`config.mk`:
```
export PLATFORM = sky130hd
export DESIGN_NAME = slr_sleep_power_ctrl
export DESIGN_NICKNAME = d
export VERILOG_FILES = /design/src/design/slr_pkg.sv /design/src/design/slr_sleep_power_ctrl.sv
export SDC_FILE = /design/constraint.sdc
export NUM_CORES = 1
export LEC_CHECK = 0
export BUFFER_PORTS_ARGS = -buffer_cell sky130_fd_sc_hd__buf_4
export CAP_MARGIN = 20
export CORE_AREA = 4 4 136 138
export CTS_BUF_LIST = sky130_fd_sc_hd__clkbuf_16
export CTS_CLUSTER_DIAMETER = 200
export DETAILED_ROUTE_END_ITERATION = 10
export DIE_AREA = 0 0 140 142
export GPL_TIMING_DRIVEN = 0
export PLACE_DENSITY = 0.57
export SYNTH_ARGS = -nofsm -noshare
export SYNTH_HDL_FRONTEND = slang
export SYNTH_SLANG_ARGS = --single-unit
export TNS_END_PERCENT = 10
```
`constraint.sdc`:
```
create_clock -name CORE_CLK -period 10.9 [get_ports CORE_CLK]
set_clock_uncertainty 0.15 [all_clocks]
set_input_delay 1.635 -clock CORE_CLK [delete_from_list [all_inputs] [get_ports CORE_CLK]]
set_output_delay 1.635 -clock CORE_CLK [all_outputs]
set_load 0.02 [all_outputs]
```
`src/design/slr_pkg.sv`:
```
package slr_pkg;

    // ------------------------------------------------------------
    // Register map
    // ------------------------------------------------------------
    localparam logic [7:0] OFF_SLEEP_CTL = 8'h53;
    localparam logic [7:0] OFF_GATE_ZERO = 8'h64;
    localparam logic [7:0] OFF_LEAK_CTL = 8'h70;
    localparam logic [7:0] OFF_TRIM_LOW = 8'h71;
    localparam logic [7:0] OFF_TRIM_HIGH = 8'h72;

    localparam logic [7:0] RST_SLEEP_CTL = 8'h00;
    localparam logic [7:0] RST_GATE_ZERO = 8'h00;
    localparam logic [7:0] RST_TRIM_LOW = 8'h00;
    localparam logic [7:0] RST_TRIM_HIGH = 8'h00;
    localparam logic [7:0] READ_UNMAPPED = 8'h00;

    // Leak regulator control fields
    localparam int BIT_CAL_ENABLE = 0;
    localparam int BIT_TEMP_COEFF = 1;
    localparam int BIT_BYPASS_SHORT = 2;
    localparam int BIT_CAL_SYNC_BUSY = 3;
    localparam int BIT_CAL_DONE = 4;

    // Sleep control fields
    localparam int BIT_SLEEP_ARM = 0;
    localparam int LSB_SLEEP_SEL = 1;
    localparam int MSB_SLEEP_SEL = 3;

    // Power gate zero fields
    localparam int BIT_GATE_CONVERTER = 0;
    localparam int BIT_GATE_PORT_ZERO = 1;
    localparam int BIT_GATE_SERIAL = 2;
    localparam int BIT_GATE_TIMER_ONE = 3;
    localparam int BIT_AMP_REDUCE = 4;
    localparam int BIT_GATE_TIMER_ZERO = 5;
    localparam int BIT_GATE_TIMER_TWO = 6;
    localparam int BIT_GATE_TWO_WIRE = 7;

    typedef enum logic [2:0] {
        SEL_IDLE = 3'h0,
        SEL_NOISE_REDUCE = 3'h1,
        SEL_POWER_DOWN = 3'h2,
        SEL_POWER_SAVE = 3'h3,
        SEL_RESERVED_A = 3'h4,
        SEL_RESERVED_B = 3'h5,
        SEL_STANDBY = 3'h6,
        SEL_EXT_STANDBY = 3'h7
    } slr_sleep_sel_t;

    typedef enum logic [2:0] {
        ST_ACTIVE = 3'b000,
        ST_LIGHT = 3'b001,
        ST_DEEP_WAIT = 3'b010,
        ST_DEEP = 3'b011,
        ST_WAKE_DLY = 3'b100
    } slr_state_t;

    // ------------------------------------------------------------
    // Timing
    // ------------------------------------------------------------
    localparam int CORE_HZ = 20000000;
    localparam int OSC_HZ = 128000;
    localparam int OSC_DIV = CORE_HZ / OSC_HZ;
    localparam logic [7:0] OSC_DIV_LAST = 8'(OSC_DIV - 1);
    localparam logic [2:0] WAKE_OSC_CYCLES = 3'h4;
    localparam logic [1:0] SYNC_SLOW_CYCLES = 2'h2;
    localparam logic [7:0] CAL_SLOW_CYCLES = 8'h10;

endpackage

```
`src/design/slr_sleep_power_ctrl.sv`:
```
`timescale 1ns/1ps
// Contract
// - Deep sleep: main regulator off, leak regulator holds.
// - Calibrate leak regulator while awake, apply stored.
// - Fresh calibration after every deep sleep wake.
// - Chain stays on until one calibration completes; with calibration disabled it drops without waiting.
// - Calibration starts four oscillator cycles after wake.
// - Disabled calibration settles within five slow cycles.
// - Auto calibration at power-up; done flag on completion.
// - Calibration continues until deep sleep or disable.
// - Sleep voltage from trims, temp and short bits.
// - Control and trim writes only when calibration disabled, except the enable bit.
// - Larger trim value gives lower sleep voltage.
// - Written values reach regulator after two slow cycles.
// - High trim write needs following low trim write.
// - Control bit 3 shows sync or calibration busy.
// - Sleep select encoding, codes four and five reserved.
// - Sleep instruction acts only with sleep arm set.
// - Power gate bits stop their peripherals, reset zero.
// - Ungated timer resumes exactly where it stopped.
// - Sleep control upper nibble reads zero, resets zero.
// - Chain stays on unless radio is off or asleep.
module slr_sleep_power_ctrl
(
    input wire logic CORE_CLK,
    input wire logic RST,
    input wire logic [7:0] ADDR,
    input wire logic [7:0] WDATA,
    input wire logic WR_STB,
    input wire logic RD_STB,
    output logic [7:0] RDATA,
    input wire logic SLEEP_INSTR,
    input wire logic WAKE_REQ,
    input wire logic RADIO_OFF,
    input wire logic CAL_CMP_HIGH,
    output logic CPU_SLEEP,
    output logic POWER_CHAIN_EN,
    output logic MAIN_REG_EN,
    output logic LEAK_REG_HOLD,
    output logic [7:0] LEAK_TRIM_LOW,
    output logic [7:0] LEAK_TRIM_HIGH,
    output logic LEAK_TCO,
    output logic LEAK_SHORT,
    output logic GATE_TWO_WIRE,
    output logic GATE_TIMER_TWO,
    output logic GATE_TIMER_ZERO,
    output logic AMP_CURRENT_REDUCE,
    output logic GATE_TIMER_ONE,
    output logic GATE_SERIAL_PERIPH,
    output logic GATE_SERIAL_PORT_ZERO,
    output logic GATE_CONVERTER
);

    // ------------------------------------------------------------
    // Input synchronisers
    // ------------------------------------------------------------
    logic [2:0] sync_a;
    logic [2:0] sync_b;
    logic wake_s;
    logic radio_off_s;
    logic cmp_high_s;

    always_ff @(posedge CORE_CLK or posedge RST)
    begin
        if (RST)
        begin
            sync_a <= 3'h0;
            sync_b <= 3'h0;
        end
        else
        begin
            sync_a <= {CAL_CMP_HIGH, RADIO_OFF, WAKE_REQ};
            sync_b <= sync_a;
        end
    end

    assign wake_s = sync_b[0];
    assign radio_off_s = sync_b[1];
    assign cmp_high_s = sync_b[2];

    // ------------------------------------------------------------
    // Oscillator and slow clock ticks
    // ------------------------------------------------------------
    // The regulator logic is modelled as tick-qualified logic on the
    // core clock; a 20 MHz core is far above the slow rate.
    logic [7:0] osc_cnt;
    logic osc_half;
    logic osc_tick;
    logic slow_tick;

    assign osc_tick = (osc_cnt == slr_pkg::OSC_DIV_LAST);
    assign slow_tick = osc_tick & osc_half;

    always_ff @(posedge CORE_CLK or posedge RST)
    begin
        if (RST)
        begin
            osc_cnt <= 8'h00;
            osc_half <= 1'b0;
        end
        else
        begin
            osc_cnt <= osc_tick ? 8'h00 : osc_cnt + 8'h01;
            osc_half <= osc_tick ? ~osc_half : osc_half;
        end
    end

    // ------------------------------------------------------------
    // Register decode
    // ------------------------------------------------------------
    logic [7:0] sleep_ctl_reg;
    logic [7:0] power_gate_reg_zero;
    logic cal_enable_bit;
    logic temp_coeff_bit;
    logic bypass_short_bit;
    logic cal_done_flag;
    logic cal_sync_busy;
    logic [7:0] leak_trim_low;
    logic [7:0] leak_trim_high;
    logic [7:0] pend_high;
    logic pend_high_valid;

    wire wr_sleep = WR_STB && (ADDR == slr_pkg::OFF_SLEEP_CTL);
    wire wr_gate = WR_STB && (ADDR == slr_pkg::OFF_GATE_ZERO);
    wire wr_ctl = WR_STB && (ADDR == slr_pkg::OFF_LEAK_CTL);
    wire wr_low = WR_STB && (ADDR == slr_pkg::OFF_TRIM_LOW);
    wire wr_high = WR_STB && (ADDR == slr_pkg::OFF_TRIM_HIGH);
    wire sw_open = ~cal_enable_bit;
    wire commit_low = wr_low && sw_open;
    wire commit_high = commit_low && pend_high_valid;

    wire [7:0] ctl_view = {3'h0, cal_done_flag, cal_sync_busy, bypass_short_bit,
                           temp_coeff_bit, cal_enable_bit};
    wire [7:0] rd_mux =
        (ADDR == slr_pkg::OFF_SLEEP_CTL) ? {4'h0, sleep_ctl_reg[3:0]} :
        (ADDR == slr_pkg::OFF_GATE_ZERO) ? power_gate_reg_zero :
        (ADDR == slr_pkg::OFF_LEAK_CTL) ? ctl_view :
        (ADDR == slr_pkg::OFF_TRIM_LOW) ? leak_trim_low :
        (ADDR == slr_pkg::OFF_TRIM_HIGH) ? leak_trim_high :
        slr_pkg::READ_UNMAPPED;

    always_ff @(posedge CORE_CLK or posedge RST)
    begin
        if (RST)
            RDATA <= 8'h00;
        else if (RD_STB)
            RDATA <= rd_mux;
    end

    // ------------------------------------------------------------
    // Sleep control and power gate registers
    // ------------------------------------------------------------
    always_ff @(posedge CORE_CLK or posedge RST)
    begin
        if (RST)
        begin
            sleep_ctl_reg <= slr_pkg::RST_SLEEP_CTL;
            power_gate_reg_zero <= slr_pkg::RST_GATE_ZERO;
        end
        else
        begin
            if (wr_sleep)
                sleep_ctl_reg <= {4'h0, WDATA[3:0]};
            if (wr_gate)
                power_gate_reg_zero <= WDATA;
        end
    end

    // Gating only stops the clock or current; timer state is kept
    assign GATE_TWO_WIRE = power_gate_reg_zero[slr_pkg::BIT_GATE_TWO_WIRE];
    assign GATE_TIMER_TWO = power_gate_reg_zero[slr_pkg::BIT_GATE_TIMER_TWO];
    assign GATE_TIMER_ZERO = power_gate_reg_zero[slr_pkg::BIT_GATE_TIMER_ZERO];
    assign AMP_CURRENT_REDUCE = power_gate_reg_zero[slr_pkg::BIT_AMP_REDUCE];
    assign GATE_TIMER_ONE = power_gate_reg_zero[slr_pkg::BIT_GATE_TIMER_ONE];
    assign GATE_SERIAL_PERIPH = power_gate_reg_zero[slr_pkg::BIT_GATE_SERIAL];
    assign GATE_SERIAL_PORT_ZERO = power_gate_reg_zero[slr_pkg::BIT_GATE_PORT_ZERO];
    assign GATE_CONVERTER = power_gate_reg_zero[slr_pkg::BIT_GATE_CONVERTER];

    // ------------------------------------------------------------
    // Power state machine
    // ------------------------------------------------------------
    slr_pkg::slr_state_t state;
    slr_pkg::slr_state_t next_state;
    logic first_cal_done;
    logic [2:0] wake_cnt;

    wire sleep_arm = sleep_ctl_reg[slr_pkg::BIT_SLEEP_ARM];
    wire [2:0] sleep_select = sleep_ctl_reg[slr_pkg::MSB_SLEEP_SEL:slr_pkg::LSB_SLEEP_SEL];
    wire sel_deep = (sleep_select == slr_pkg::SEL_POWER_DOWN) ||
                    (sleep_select == slr_pkg::SEL_POWER_SAVE);
    wire sel_reserved = (sleep_select == slr_pkg::SEL_RESERVED_A) ||
                        (sleep_select == slr_pkg::SEL_RESERVED_B);
    wire go_sleep = SLEEP_INSTR && sleep_arm && !sel_reserved;
    // Disabled calibration means software owns the trims, so no wait
    wire cal_ok = first_cal_done || !cal_enable_bit;
    wire wake_dly_done = (wake_cnt == slr_pkg::WAKE_OSC_CYCLES);
    wire deep_entry = (state == slr_pkg::ST_DEEP_WAIT) && (next_state == slr_pkg::ST_DEEP);

    always_comb
    begin
        next_state = state;
        case (state)
            slr_pkg::ST_ACTIVE, slr_pkg::ST_WAKE_DLY:
            begin
                if (go_sleep)
                    next_state = sel_deep ? slr_pkg::ST_DEEP_WAIT : slr_pkg::ST_LIGHT;
                else if (state == slr_pkg::ST_WAKE_DLY && wake_dly_done)
                    next_state = slr_pkg::ST_ACTIVE;
            end
            slr_pkg::ST_LIGHT:
            begin
                if (wake_s)
                    next_state = slr_pkg::ST_ACTIVE;
            end
            slr_pkg::ST_DEEP_WAIT:
            begin
                if (wake_s)
                    next_state = slr_pkg::ST_ACTIVE;
                else if (cal_ok && radio_off_s)
                    next_state = slr_pkg::ST_DEEP;
            end
            slr_pkg::ST_DEEP:
            begin
                if (wake_s)
                    next_state = slr_pkg::ST_WAKE_DLY;
            end
            default:
                next_state = slr_pkg::ST_ACTIVE;
        endcase
    end

    always_ff @(posedge CORE_CLK or posedge RST)
    begin
        if (RST)
        begin
            state <= slr_pkg::ST_ACTIVE;
            wake_cnt <= 3'h0;
        end
        else
        begin
            state <= next_state;
            if (state != slr_pkg::ST_WAKE_DLY)
                wake_cnt <= 3'h0;
            else if (osc_tick && !wake_dly_done)
                wake_cnt <= wake_cnt + 3'h1;
        end
    end

    always_ff @(posedge CORE_CLK or posedge RST)
    begin
        if (RST)
        begin
            CPU_SLEEP <= 1'b0;
            POWER_CHAIN_EN <= 1'b1;
            MAIN_REG_EN <= 1'b1;
            LEAK_REG_HOLD <= 1'b0;
        end
        else
        begin
            CPU_SLEEP <= (next_state == slr_pkg::ST_LIGHT) ||
                         (next_state == slr_pkg::ST_DEEP_WAIT) ||
                         (next_state == slr_pkg::ST_DEEP);
            POWER_CHAIN_EN <= (next_state != slr_pkg::ST_DEEP);
            MAIN_REG_EN <= (next_state != slr_pkg::ST_DEEP);
            LEAK_REG_HOLD <= (next_state == slr_pkg::ST_DEEP);
        end
    end

    // ------------------------------------------------------------
    // Calibration engine
    // ------------------------------------------------------------
    logic cal_on;
    logic start_req;
    logic [7:0] cal_cnt;

    wire awake = (state == slr_pkg::ST_ACTIVE) || (state == slr_pkg::ST_LIGHT) ||
                 (state == slr_pkg::ST_DEEP_WAIT);
    wire cal_halt = !cal_enable_bit || (state == slr_pkg::ST_DEEP) || deep_entry;
    wire cal_begin = start_req && cal_enable_bit && awake && slow_tick;
    wire cal_step = cal_on && !cal_halt && slow_tick;
    wire cal_last = (cal_cnt == slr_pkg::CAL_SLOW_CYCLES - 8'h01);
    wire [15:0] trim_now = {leak_trim_high, leak_trim_low};
    // Output above main level: raise trim, which lowers the voltage
    wire [15:0] trim_up = (trim_now == 16'hFFFF) ? trim_now : trim_now + 16'h0001;
    wire [15:0] trim_dn = (trim_now == 16'h0000) ? trim_now : trim_now - 16'h0001;
    wire [15:0] trim_cal = cmp_high_s ? trim_up : trim_dn;

    always_ff @(posedge CORE_CLK or posedge RST)
    begin
        if (RST)
        begin
            start_req <= 1'b1;
            cal_on <= 1'b0;
            cal_cnt <= 8'h00;
            cal_done_flag <= 1'b0;
            first_cal_done <= 1'b0;
        end
        else
        begin
            if (state == slr_pkg::ST_WAKE_DLY && wake_dly_done)
                start_req <= 1'b1;
            else if (cal_begin)
                start_req <= 1'b0;
            if (cal_halt)
                cal_on <= 1'b0;
            else if (cal_begin)
                cal_on <= 1'b1;
            if (cal_begin)
                cal_cnt <= 8'h00;
            else if (cal_step)
                cal_cnt <= cal_last ? 8'h00 : cal_cnt + 8'h01;
            if (cal_step && cal_last)
                cal_done_flag <= 1'b1;
            else if (cal_begin)
                cal_done_flag <= 1'b0;
            if (cal_step && cal_last)
                first_cal_done <= 1'b1;
        end
    end

    // ------------------------------------------------------------
    // Control and trim registers
    // ------------------------------------------------------------
    always_ff @(posedge CORE_CLK or posedge RST)
    begin
        if (RST)
        begin
            cal_enable_bit <= 1'b1;
            temp_coeff_bit <= 1'b0;
            bypass_short_bit <= 1'b0;
            leak_trim_low <= slr_pkg::RST_TRIM_LOW;
            leak_trim_high <= slr_pkg::RST_TRIM_HIGH;
            pend_high <= 8'h00;
            pend_high_valid <= 1'b0;
        end
        else
        begin
            if (wr_ctl)
                cal_enable_bit <= WDATA[slr_pkg::BIT_CAL_ENABLE];
            if (wr_ctl && sw_open)
            begin
                temp_coeff_bit <= WDATA[slr_pkg::BIT_TEMP_COEFF];
                bypass_short_bit <= WDATA[slr_pkg::BIT_BYPASS_SHORT];
            end
            if (wr_high && sw_open)
                pend_high <= WDATA;
            if (wr_high && sw_open)
                pend_high_valid <= 1'b1;
            else if (wr_ctl || wr_low)
                pend_high_valid <= 1'b0;
            if (commit_low)
                leak_trim_low <= WDATA;
            else if (cal_step)
                leak_trim_low <= trim_cal[7:0];
            if (commit_high)
                leak_trim_high <= pend_high;
            else if (cal_step)
                leak_trim_high <= trim_cal[15:8];
        end
    end

    // ------------------------------------------------------------
    // Transfer to the regulator
    // ------------------------------------------------------------
    // Two slow stages give the crossing delay; a restart-on-change counter
    // would starve the outputs while calibration steps every slow tick.
    // Deep entry applies the stored result at once and then freezes it.
    logic sync_pend;
    logic [1:0] sync_cnt;
    logic [17:0] stage_a;
    logic [17:0] stage_b;

    wire [17:0] leak_now = {bypass_short_bit, temp_coeff_bit, leak_trim_high, leak_trim_low};
    wire vis_change = commit_low || cal_step ||
                      (wr_ctl && (sw_open || WDATA[slr_pkg::BIT_CAL_ENABLE] != cal_enable_bit));
    wire sync_fire = sync_pend && slow_tick && (sync_cnt == slr_pkg::SYNC_SLOW_CYCLES);

    assign cal_sync_busy = sync_pend || cal_on || start_req && cal_enable_bit;

    always_ff @(posedge CORE_CLK or posedge RST)
    begin
        if (RST)
        begin
            sync_pend <= 1'b1;
            sync_cnt <= 2'h0;
        end
        else if (vis_change)
        begin
            sync_pend <= 1'b1;
            sync_cnt <= 2'h0;
        end
        else if (sync_fire)
            sync_pend <= 1'b0;
        else if (sync_pend && slow_tick)
            sync_cnt <= sync_cnt + 2'h1;
    end

    always_ff @(posedge CORE_CLK or posedge RST)
    begin
        if (RST)
        begin
            stage_a <= {2'h0, slr_pkg::RST_TRIM_HIGH, slr_pkg::RST_TRIM_LOW};
            stage_b <= {2'h0, slr_pkg::RST_TRIM_HIGH, slr_pkg::RST_TRIM_LOW};
        end
        else if (slow_tick)
        begin
            stage_a <= leak_now;
            stage_b <= stage_a;
        end
    end

    always_ff @(posedge CORE_CLK or posedge RST)
    begin
        if (RST)
        begin
            LEAK_TRIM_LOW <= slr_pkg::RST_TRIM_LOW;
            LEAK_TRIM_HIGH <= slr_pkg::RST_TRIM_HIGH;
            LEAK_TCO <= 1'b0;
            LEAK_SHORT <= 1'b0;
        end
        else if (deep_entry)
            {LEAK_SHORT, LEAK_TCO, LEAK_TRIM_HIGH, LEAK_TRIM_LOW} <= leak_now;
        else if (slow_tick && state != slr_pkg::ST_DEEP)
            {LEAK_SHORT, LEAK_TCO, LEAK_TRIM_HIGH, LEAK_TRIM_LOW} <= stage_b;
    end

endmodule

```
# Yosys cells after proc, flatten, opt, wreduce, memory -nomap -nowiden
# Cells that the tools add are included.
totals:
  reg_bits: 141
  inputBits: 24
  out_inout_bits: 38
  word_cells: 178
op_classes:
  add_sub_neg: 6
  n_eq_ne: 30
  n_mux: 46
  bitwise: 3
  n_reduce_logical: 61
op_table:
  columns: ["operator", "n"]
  rows:
  - ["$mux 8", 17]
  - ["$mux 16", 3]
  - ["$eq 8x7->1 const B", 5]
  - ["$logic_and 1x1->1", 25]
  - ["$mux 3", 8]
  - ["$reduce_bool 2->1", 11]
  - ["$eq 3x2->1 const B", 6]
  - ["$add 16x1->16 const B", 1]
  - ["$add 8x1->8 const B", 2]
  - ["$eq 16x16->1 const B", 1]
  - ["$logic_not 16->1", 1]
  - ["$sub 16x1->16 const B", 1]
  - ["$logic_or 1x1->1", 15]
  - ["$ne 3x3->1 const B", 5]
  - ["$mux 1", 13]
  - ["$eq 3x3->1 const B", 4]
  - ["$pmux 3 s4", 1]
  - ["$eq 8x4->1 const B", 1]
  - ["$eq 8x8->1 const B", 1]
  - ["$mux 2", 4]
  - ["$eq 3x1->1 const B", 2]
  - ["$ne 3x2->1 const B", 2]
  - ["$reduce_and 3->1", 2]
  - ["$logic_not 1->1", 4]
  - ["other kinds (10)", 11]

# Logic depth before layout (Yosys ltp)
# Gate-level depths: netlist (run 1).
depth:
  ltp_word: 16
  ltp_mapped: 10
  ltp_nobuf: 9

# Least setup slack after synthesis (run 1)
# Ideal clock, no wire load.
synth_path:
  path_type: "input to register"
  startpoint: "input port ADDR[3]"
  endpoint: "register leak_trim_high[0]"
  setup_ns: 0.119
  arrival_ns: 3.400
  t_required_ns: 10.631
  setup_slack_ns: 7.231
  path_stages: 7
  path_buffers: 0
  cell_sequence: "nor3b_1 -> and3_1 -> nand3b_1 -> nor3b_1 -> nand2_1 -> o22a_1 -> o21a_1"
synth_via:
  elab_chain_cells: 6
  word_cells_on_any_way: 9
  classes_between: "eq/ne (3); mux (1); reduce/logical (5)"
synth_lines:
  columns: ["item", "line", "rtl"]
  rows:
  - ["from (decl)", "slr_sleep_power_ctrl.sv:27", "input wire logic [7:0] ADDR,"]
  - ["$eq 8x7->1 (*)", "slr_sleep_power_ctrl.sv:126", "wire wr_low = WR_STB && (ADDR == slr_pkg::OFF_TRIM_LOW);"]
  - ["$logic_and 1x1->1 (*)", "slr_sleep_power_ctrl.sv:126", null]
  - ["$logic_and 1x1->1 (*)", "slr_sleep_power_ctrl.sv:129", "wire commit_low = wr_low && sw_open;"]
  - ["$logic_and 1x1->1 (*)", "slr_sleep_power_ctrl.sv:130", "wire commit_high = commit_low && pend_high_valid;"]
  - ["$ne 3x3->1 (no line) or $reduce_bool 2->1 (tied branches)", null, null]
  - ["$reduce_and 3->1 (no line)", null, null]
  - ["to (signal assigned)", "slr_sleep_power_ctrl.sv:332", "leak_trim_high <= slr_pkg::RST_TRIM_HIGH;"]
  - ["to (signal assigned)", "slr_sleep_power_ctrl.sv:356", "leak_trim_high <= pend_high;"]
  - ["to (signal assigned)", "slr_sleep_power_ctrl.sv:358", "leak_trim_high <= trim_cal[15:8];"]
  - ["to (decl)", "slr_sleep_power_ctrl.sv:119", "logic [7:0] leak_trim_high;"]
# Mark *: on every way between the ends. The rest lies on a longest branch, timed or not.
# A chain may end at the register's enable or synchronous reset.

# Final worst setup path (run 1)
layout_path:
  startpoint: "input port ADDR[3]"
  endpoint: "register leak_trim_high[5]"
# The elaborated chain is that of the path after synthesis.

==> metrics.csv, run 1 <==
metric,value,unit
syn_inst,604,
critPathKind,in2reg,
die-area,19900,sq um
avgRoutedWirePerCell,17.8,um
syn-num-nets,648,
initial_utilization,39.5,%
rows,48,
final.setup.worst_slack,6.75,ns
setup.worst_path.end_class,flip-flop,
synth_area,6780,sq um
worst_pin_slew,0.826,ns
slew_viol_final,0,
gp_congestion,0.884,
critPathLaunchType,input port,
area_growth,19.2,%
cp_slowest_cell,nor3b_1,
synth_warnings,0,
cap_violations,0,
crit_chain,buf_4 -> nor3b_1 -> and3_1 -> nand3b_1 -> nor3b_1 -> nand2_1 -> nand2_1 -> o221a_2,
route.detailed.drc,0,
pre_cts_slack,6.39,ns
crit_family,simple AND/OR/NAND/NOR gates,
fin_nets,727,
slowest_delay,0.72,ns
fp.dieW,140,um
largestRegisters,"stage_a (18), stage_b (18)",
final.min_clock_period,4.15,ns
finalCritPeriodShare,38.1,%
final_antenna_net_count,0,
cts_tree,yes,
hold_class,reg2reg,
post-cts-setup-buffers,0,
grt_use_total,17.1,%
grt_antenna_before_repair,0,
synth_edf_count,0,
cts_hold_buf,0,
final_cells,921,
p_leak,0.00396,uW
cp_max_fo,9,
hold_violations,0,
max_clock_freq,241,MHz
place_inst,889,
clockBufferDepth,2,
drt_iter0_drc,344,
clock-sinks,141,
clkLatencyLatePin,0.41,ns
cp_data_arrival_time,4.34,ns
routed_wirelength,16400,um
grt_pass1_wl,27100,um
die_y,142,um
clock-root-buffer,clkbuf_16,
hpwlAfterDp,11800,um
async_flop_share,100,%
rsz0062_at_grt,no,
finalSetupViolations,0,
grt_pass1_vias,5086,
final_common_cell,dfrtp_1,
path_clk_slew,0.06,ns
ir_drop,0.125,mV
holdWs,0.207,ns
final_cell_mix,"dfrtp_1, buf_4, mux2_2",
vias,4940,
placed_area,7540,sq um
cts-resized-gates,0,
ys_seq_area_share,52.1,%
io_buffers,59,
design_area,8080,sq um
synth_ff_type,dfrtp_1,
io_pins,62,
netlist-cell-type-count,62,
outcome,"complete, no violations",
first_pass_iters,5,
synth_area_per_cell,11.2,sq um
core_area,17200,sq um
ys_ff_latch,141,
nFillCells,1639,
n_antenna_cell,0,
crit_required,11.10,ns
cts_inserted_buffers,17,
post_drt_via_cell_ratio,5.36,
grt_max_degree,81,
drive_gt1_share,23.1,%
cts-htree-levels,4,
slew_headroom,44.8,%
power.density,144,nW/um^2
fin_tns_setup,0,ns
path_buf_inv,1,
grt_overflow_total,0,
[power by group]
group | internal (uW) | switching (uW)
Clock | 328 | 211
Sequential | 537 | 12.9
Combinational | 32.3 | 45.6
[layout make-up]
| cell class | count | area (sq um) | share of cell area [%] |
|---|---|---|---|
| Inverter | 13 | 53.8 | 0.666 |
| Multi-Input combinational cell | 425 | 3090 | 38.3 |
| Sequential cell | 141 | 3530 | 43.7 |
| Tap cell | 225 | 282 | 3.48 |
| Clock inverter | 15 | 119 | 1.47 |
| Clock buffer | 17 | 425 | 5.26 |
| Buffer | 25 | 106 | 1.32 |
| Timing Repair Buffer | 60 | 470 | 5.82 |
[synth_stat cells, types with 3 or more instances]
master / n / area [sq um]
dfrtp_1: 137 / 3430
mux2_2: 58 / 653
nor2_1: 54 / 203
a21oi_1: 44 / 220
nand2_1: 32 / 120
mux2i_1: 29 / 290
o21ai_0: 26 / 130
clkbuf_1: 20 / 75.1
ha_1: 19 / 238
xnor2_1: 19 / 166
nand3_1: 14 / 70.1
inv_1: 13 / 48.8
nor3_1: 9 / 45.0
a21o_1: 8 / 60.1
xor2_1: 8 / 70.1
and2_1: 7 / 43.8
and3_1: 6 / 37.5
nand4_1: 6 / 37.5
nor2b_1: 6 / 37.5
nand2b_1: 5 / 31.3
a211oi_1: 4 / 30.0
a222oi_1: 4 / 40.0
a31oi_1: 4 / 25.0
dfstp_2: 4 / 105
nor3b_1: 4 / 30.0
nor4_1: 4 / 25.0
o21a_1: 4 / 30.0
o22ai_1: 4 / 25.0
a221oi_1: 3 / 26.3
a22oi_1: 3 / 22.5
o211ai_1: 3 / 22.5
o221a_2: 3 / 33.8
or3_1: 3 / 18.8
[cells by family after synthesis]
kind of cell    count (synthesis)  share of synthesized area, %
compound gates                126                          12.0
fa+ha+maj                      20                          3.80
xor+xnor                       27                          3.49
buf+inv                        38                          2.29
mux                            88                          14.1
flops                         141                          52.1
simple gates                  164                          12.2
[through the flow]
stage / utilization, % / total power [uW]
finish: 47.0 / 1170
global route: 47.0 / 1210
CTS: 47.0 / 1180
detailed placement: 43.9 / 638
global placement: 43.7 / 634
floorplan: - / 603
[per-layer routing]
metal	up-vias	global-route usage [%]	part of all wire [%]
met4	0	6.27	1.8
li1	2356	-	-
met1	2441	23.5	48
met2	116	26.8	46
met3	27	3.53	4.4
met5	-	0	0
[path summary, 6_finish.rpt]
check | start | depth (start not counted) | slack (ns) | end
min in group asynchronous | RST | 2 | 1.15 | LEAK_TRIM_LOW[3]
min reg2reg | sync_a[2] | 0 | 0.21 | sync_b[2]
max | ADDR[3] | 8 | 6.75 | leak_trim_high[5]
min | sync_a[2] | 0 | 0.21 | sync_b[2]
max in group asynchronous | RST | 3 | 8.64 | cal_enable_bit
max reg2reg | sync_b[2] | 9 | 7.77 | leak_trim_high[5]
Power figures use the tool's default switching activity.
==> run 2, diff against run 1 <==
==> constraint.sdc (replaced) <==
create_clock -name CORE_CLK -period 3.9 [get_ports CORE_CLK]
set_clock_uncertainty 0.15 [all_clocks]
set_input_delay 0.585 -clock CORE_CLK [delete_from_list [all_inputs] [get_ports CORE_CLK]]
set_output_delay 0.585 -clock CORE_CLK [all_outputs]
set_load 0.02 [all_outputs]
==> metrics.csv, run 2 (synthesis gave the netlist of run 1 again) <==
metric,value,unit,change
outcome,"complete, no violations",,unchanged
fin_util,47.7,%,was 47.0%
final_antenna_net_count,0,,unchanged
cts_inserted_buffers,17,,unchanged
post-cts-setup-buffers,0,,unchanged
hold_violations,0,,unchanged
area_growth,20.9,%,was 19.2%
finalSetupViolations,0,,unchanged
grt_max_degree,42,,was 81
drt_iter0_drc,463,,was 344
grt_antenna_before_repair,0,,unchanged
n_antenna_cell,0,,unchanged
fin_nets,730,,was 727
grt_overflow_total,0,,unchanged
hold_class,in2async,,was reg2reg
placed_area,7600,sq um,was 7540 sq um
routed_wirelength,16900,um,"was 16,400 um"
post_drt_via_cell_ratio,5.39,,was 5.36
nFillCells,1623,,"was 1,639"
final.min_clock_period,3.11,ns,
gp_congestion,0.855,,was 0.884
clkLatencyLatePin,0.42,ns,was 0.41 ns
cap_violations,0,,unchanged
worst_pin_slew,0.848,ns,was 0.826 ns
seq_area,3530,sq um,unchanged
largestRegisters,"stage_a (18), stage_b (18)",,unchanged
grt_pass1_wl,28200,um,"was 27,100 um"
r2r_start,sync_b[2],,unchanged
io_buffers,59,,unchanged
power.density,416,nW/um^2,was 144 nW/um^2
grt_pass1_vias,5244,,"was 5,086"
critPathLaunchType,flip-flop,,was input port
setup.worst_path.end_class,flip-flop,,unchanged
rows,48,,unchanged
clock-sinks,141,,unchanged
vias,4980,,"was 4,940"
slew_headroom,43.4,%,was 44.8%
route.detailed.drc,0,,unchanged
initial_utilization,39.5,%,unchanged
p_leak,0.00399,uW,was 0.00396 uW
fin_tns_setup,0,ns,unchanged
hpwlAfterDp,12200,um,"was 11,800 um"
final_common_cell,dfrtp_1,,unchanged
finalCritPeriodShare,79.8,%,
rsz0062_at_grt,no,,unchanged
cp_data_arrival_time,3.27,ns,was 4.34 ns
io_pins,62,,unchanged
avgRoutedWirePerCell,18.3,um,was 17.8 um
core_area,17200,sq um,unchanged
clockBufferDepth,2,,unchanged
grt_use_total,17.9,%,was 17.1%
cts_hold_buf,0,,unchanged
fp.dieW,140,um,unchanged
path_clk_slew,0.06,ns,about the same
r2r_slack,0.79,ns,was 7.77 ns
cts-resized-gates,0,,unchanged
multi_input_area,3090,sq um,unchanged
r2r_cells,9,,unchanged
first_pass_iters,5,,unchanged
ir_drop,0.291,mV,was 0.125 mV
critPathKind,reg2reg,,was in2reg
slew_viol_final,0,,unchanged
r2r-end,leak_trim_high[5],,unchanged
die_y,142,um,unchanged
die-area,19900,sq um,unchanged
design_area,8190,sq um,was 8080 sq um
cts-htree-levels,4,,unchanged
crit_required,4.06,ns,was 11.10 ns
final_cell_mix,"dfrtp_1, buf_4, mux2_2",,unchanged
clock-root-buffer,clkbuf_16,,unchanged
cp_max_fo,16,,was 9
drive_gt1_share,24.5,%,was 23.1%
max_clock_freq,321,MHz,
cts_tree,yes,,unchanged
==> run 2: per-layer routing <==
metal | up-vias | global-route usage (%) | part of all wire [%]
li1 | 2356 | - | -
met1 | 2487 | 24.6 | 47
met2 | 114 | 28.2 | 47
met3 | 23 | 3.56 | 3.5
met4 | 0 | 6.83 | 2.1
met5 | - | 0 | 0
==> run 2: metrics by stage <==
step | total power, uW | setup WS [ns] | hold slack, ns | instances
2_1_floorplan | 1690 | 1.13 | 0.181 | 604
3_3_place_gp | 1770 | 0.475 | 0.187 | 888
3_5_place_dp | 1790 | 0.433 | 0.186 | 892
4_1_cts | 3440 | 0.792 | 0.0978 | 924
5_1_grt | 3540 | 0.431 | 0.107 | 924
6_report | 3410 | 0.786 | 0.0958 | 924
==> run 2: worst max-delay path by stage <==
stage                from           endpoint  slack [ns]  cells past startpoint
3_5_place_dp      ADDR[3]  leak_trim_high[2]        0.43                      8
3_3_place_gp      ADDR[3]  leak_trim_high[4]        0.48                      8
2_1_floorplan  osc_cnt[0]   leak_trim_low[3]        1.13                      9
6_report        sync_b[2]  leak_trim_high[5]        0.79                      9
4_1_cts         sync_b[2]  leak_trim_high[5]        0.79                      9
5_1_grt           ADDR[3]  leak_trim_high[4]        0.43                      8
==> run 2: area by class of cell <==
type                       count  area share (%)
tap                          225            3.44
clock inverter                15            2.11
clock buffer                  17            5.19
sequential                   141            43.1
multi-input combinational    425            37.7
timing repair buffer          63            6.47
inverter                      13           0.641
buffer                        25            1.30
==> run 2: power breakdown <==
part	switching [uW]	internal, uW
clock	641	1000
sequential	36.4	1500
combinational	130	96.5
==> run 2: worst max-delay path, cell delays in order (launching register included) <==
cell and delay (ns):
dfrtp_1 0.43, inv_1 0.49, ha_1 0.36, a211oi_1 0.23, o21ai_0 0.22, o211a_1 0.30
a31oi_1 0.26, o21ai_0 0.15, xor2_1 0.17, o221a_2 0.25
==> run 3, diff against run 2 <==
--- a/config.mk
+++ b/config.mk
@@ -5,15 +5,16 @@
 export SDC_FILE = /design/constraint.sdc
 export NUM_CORES = 1
 export LEC_CHECK = 0
+export ABC_AREA = 1
 export BUFFER_PORTS_ARGS = -buffer_cell sky130_fd_sc_hd__buf_4
 export CAP_MARGIN = 20
-export CORE_AREA = 4 4 136 138
+export CORE_AREA = 4 4 142 144
 export CTS_BUF_LIST = sky130_fd_sc_hd__clkbuf_16
 export CTS_CLUSTER_DIAMETER = 200
 export DETAILED_ROUTE_END_ITERATION = 10
-export DIE_AREA = 0 0 140 142
+export DIE_AREA = 0 0 146 148
 export GPL_TIMING_DRIVEN = 0
-export PLACE_DENSITY = 0.57
+export PLACE_DENSITY = 0.58
 export SYNTH_ARGS = -nofsm -noshare
 export SYNTH_HDL_FRONTEND = slang
 export SYNTH_SLANG_ARGS = --single-unit
==> constraint.sdc (replaced) <==
create_clock -name CORE_CLK -period 2.7 [get_ports CORE_CLK]
set_clock_uncertainty 0.15 [all_clocks]
set_input_delay 0.405 -clock CORE_CLK [delete_from_list [all_inputs] [get_ports CORE_CLK]]
set_output_delay 0.405 -clock CORE_CLK [all_outputs]
set_load 0.02 [all_outputs]
==> metrics.csv, run 3 <==
metric,value,unit,change
outcome,"complete, no violations",,unchanged
clock-sinks,141,,unchanged
finalSetupViolations,0,,unchanged
synthSimpleGateAreaFrac,30.6,%,was 12.2%
ir_drop,0.426,mV,was 0.291 mV
routed_wirelength,19500,um,"was 16,900 um"
setup.worst_path.end_class,flip-flop,,unchanged
first_pass_iters,5,,unchanged
netlist-cell-type-count,41,,was 62
drt_iter0_drc,343,,was 463
grt_use_total,18.7,%,was 17.9%
synth_warnings,0,,unchanged
placed_area,8250,sq um,was 7600 sq um
initial_utilization,39.6,%,was 39.5%
synth_area_leader_cell,dfrtp_1,,unchanged
cp_data_arrival_time,2.53,ns,was 3.27 ns
max_clock_freq,421,MHz,was 321 MHz
core_area,18700,sq um,"was 17,200 sq um"
async_flop_share,100,%,unchanged
syn_inst,959,,was 604
final.min_clock_period,2.38,ns,was 3.11 ns
crit_required,2.85,ns,was 4.06 ns
synth_ff_type,dfrtp_1,,unchanged
grt_max_degree,38,,was 42
seq_area,3530,sq um,unchanged
grt_overflow_total,0,,unchanged
power.density,587,nW/um^2,was 416 nW/um^2
cp_max_fo,15,,was 16
cts-htree-levels,4,,unchanged
synthMuxAreaShare,0,%,was 14.1%
p_leak,0.00465,uW,was 0.00399 uW
nFillCells,1854,,"was 1,623"
worst_pin_slew,0.551,ns,was 0.848 ns
hold_violations,0,,unchanged
clockBufferDepth,2,,unchanged
fin_tns_setup,0,ns,unchanged
grt_antenna_before_repair,0,,unchanged
final_cells,1295,,was 924
syn-num-nets,1003,,was 648
hpwlAfterDp,14800,um,"was 12,200 um"
design_area,8940,sq um,was 8190 sq um
synth_compound_area_share,8.97,%,was 12.0%
critPathLaunchType,flip-flop,,unchanged
ys_ff_latch,141,,unchanged
clkLatencyLatePin,0.42,ns,about the same
io_pins,62,,unchanged
yosys.area.top_type_share,46.3,%,was 50.6%
fp.dieW,146,um,was 140 um
final_antenna_net_count,0,,unchanged
synth_area_per_cell,7.73,sq um,was 11.2 sq um
cts_tree,yes,,unchanged
critPathKind,reg2reg,,unchanged
synth_area_leaders,"dfrtp_1, nand2_1, nand3_1",,"was dfrtp_1, mux2_2, mux2i_1"
area_growth,20.6,%,was 20.9%
slew_headroom,63.3,%,was 43.4%
rows,50,,was 48
die_y,148,um,was 142 um
route.detailed.drc,0,,unchanged
largestRegisters,"stage_a (18), stage_b (18)",,unchanged
gp_congestion,0.893,,was 0.855
io_buffers,61,,was 59
grt_pass1_vias,6300,,"was 5,244"
synth_most_common_cell,nand2_1,,was dfrtp_1
clock-root-buffer,clkbuf_16,,unchanged
final.setup.worst_slack,0.324,ns,was 0.786 ns
cap_violations,0,,unchanged
n_antenna_cell,0,,unchanged
drive_gt1_share,12.6,%,was 24.5%
cts_inserted_buffers,17,,unchanged
synth_commonest_cells,"nand2_1, dfrtp_1, inv_1, nand3_1, nor2_1",,"was dfrtp_1, mux2_2, nor2_1, a21oi_1, nand2_1"
synth_xor_area_share,1.30,%,was 3.49%
synth-adder-area-share,3.48,%,was 3.80%
path_clk_slew,0.06,ns,about the same
synth_area,7410,sq um,was 6780 sq um
slew_viol_final,0,,unchanged
rsz0062_at_grt,no,,unchanged
place_inst,1258,,was 892
grt_pass1_wl,32800,um,"was 28,200 um"
synth_edf_count,0,,unchanged
hold_class,in2reg,,was in2async
synth_top_family_by_area,simple AND/OR/NAND/NOR gates,,was multiplexers
avgRoutedWirePerCell,15.1,um,was 18.3 um
final_common_cell,nand2_1,,was dfrtp_1
vias,6511,,"was 4,980"
ys_seq_area_share,47.7,%,was 52.1%
multi_input_area,3290,sq um,was 3090 sq um
final_cell_mix,"nand2_1, dfrtp_1, inv_1",,"was dfrtp_1, buf_4, mux2_2"
finalCritPeriodShare,88.0,%,was 79.8%
post_drt_via_cell_ratio,5.03,,was 5.39
die-area,21600,sq um,"was 19,900 sq um"
pre_cts_slack,0.227,ns,was 0.433 ns
fin_nets,1092,,was 730
## run 3: cell types whose count changed after synthesis, sizes merged, moves of 10 or more
cell,before,now
inv,13,120
a21oi,44,23
nor2,54,91
o211ai,3,18
mux2i,29,0
xnor2,19,0
buf,5,15
nand3,14,100
nand2,32,288
mux2,59,0
o21ai,26,66
## run 3: final cells by class
cell class / count / area share, %
well taps: 234 / 3.27
repair buffers: 70 / 6.69
flip-flops and latches: 141 / 39.5
inverters: 121 / 5.16
clock buffers: 17 / 4.76
multi-input cells: 670 / 36.8
plain buffers: 27 / 1.53
clock inverters: 15 / 2.31
## run 3: through the flow
stage	total power [uW]	hold WS [ns]	util (%)
floorplan	2550	0.181	-
global placement	2740	0.187	43.7
CTS	5290	0.0442	47.7
global route	5440	0.0588	47.8
detailed placement	2760	0.185	44.1
finish	5240	0.0581	47.8
## run 3: where the power goes
part	total, uW	switching, uW	leakage, uW	internal (uW)
Sequential	2240	47.1	0.00184	2190
Combinational	489	289	0.00250	200
Clock	2520	898	0.000306	1620
## run 3: repair_timing
action                                 in CTS  in global routing
endpoints found under the hold margin      25                  0
resized for setup                           0                  1
hold buffers                                4                  0
setup buffers                               0                  1
setup endpoints to repair                   0                  1
## run 3: cell families (layout without fill, tap and decap cells)
| logic type | count (synthesis) | after routing |
|---|---|---|
| adder cells (fa/ha/maj) | 20 | 20 |
| flip-flops | 141 | 141 |
| buffers and inverters | 148 | 250 |
| AND/OR/NAND/NOR | 521 | 521 |
| AO/OA/AOI/OAI | 118 | 118 |
| XOR/XNOR | 11 | 11 |
## run 3: worst paths after layout
check / cells after the start / from / slack (ns) / end
max: 10 / sync_b[2] / 0.32 / leak_trim_high[0]
min: 3 / WDATA[3] / 0.06 / sleep_ctl_reg[3]
max reg2reg: 10 / sync_b[2] / 0.32 / leak_trim_high[0]
min reg2reg: 0 / sync_a[2] / 0.19 / sync_b[2]
max in group asynchronous: 7 / RST / 0.74 / stage_b[12]
min in group asynchronous: 3 / RST / 0.43 / sleep_ctl_reg[1]
## run 3: worst max-delay path, cell delays in order, from the launching register on
cell	delay, ns
dfrtp_1	0.44
clkinvlp_4	0.16
buf_12	0.17
fa_1	0.53
nand3_1	0.11
nand3_1	0.15
nand2_1	0.10
nand2_1	0.06
xor2_1	0.17
o21ai_0	0.16
nor2_1	0.05
## run 3: metal layers
layer  track usage (%)  up-vias  wire length [um]
met5                 0        -                 0
met4              5.97        0               406
met3              3.89       26               854
met2              28.4      146              8630
met1              27.0     3069              9630
li1                  -     3270                 -
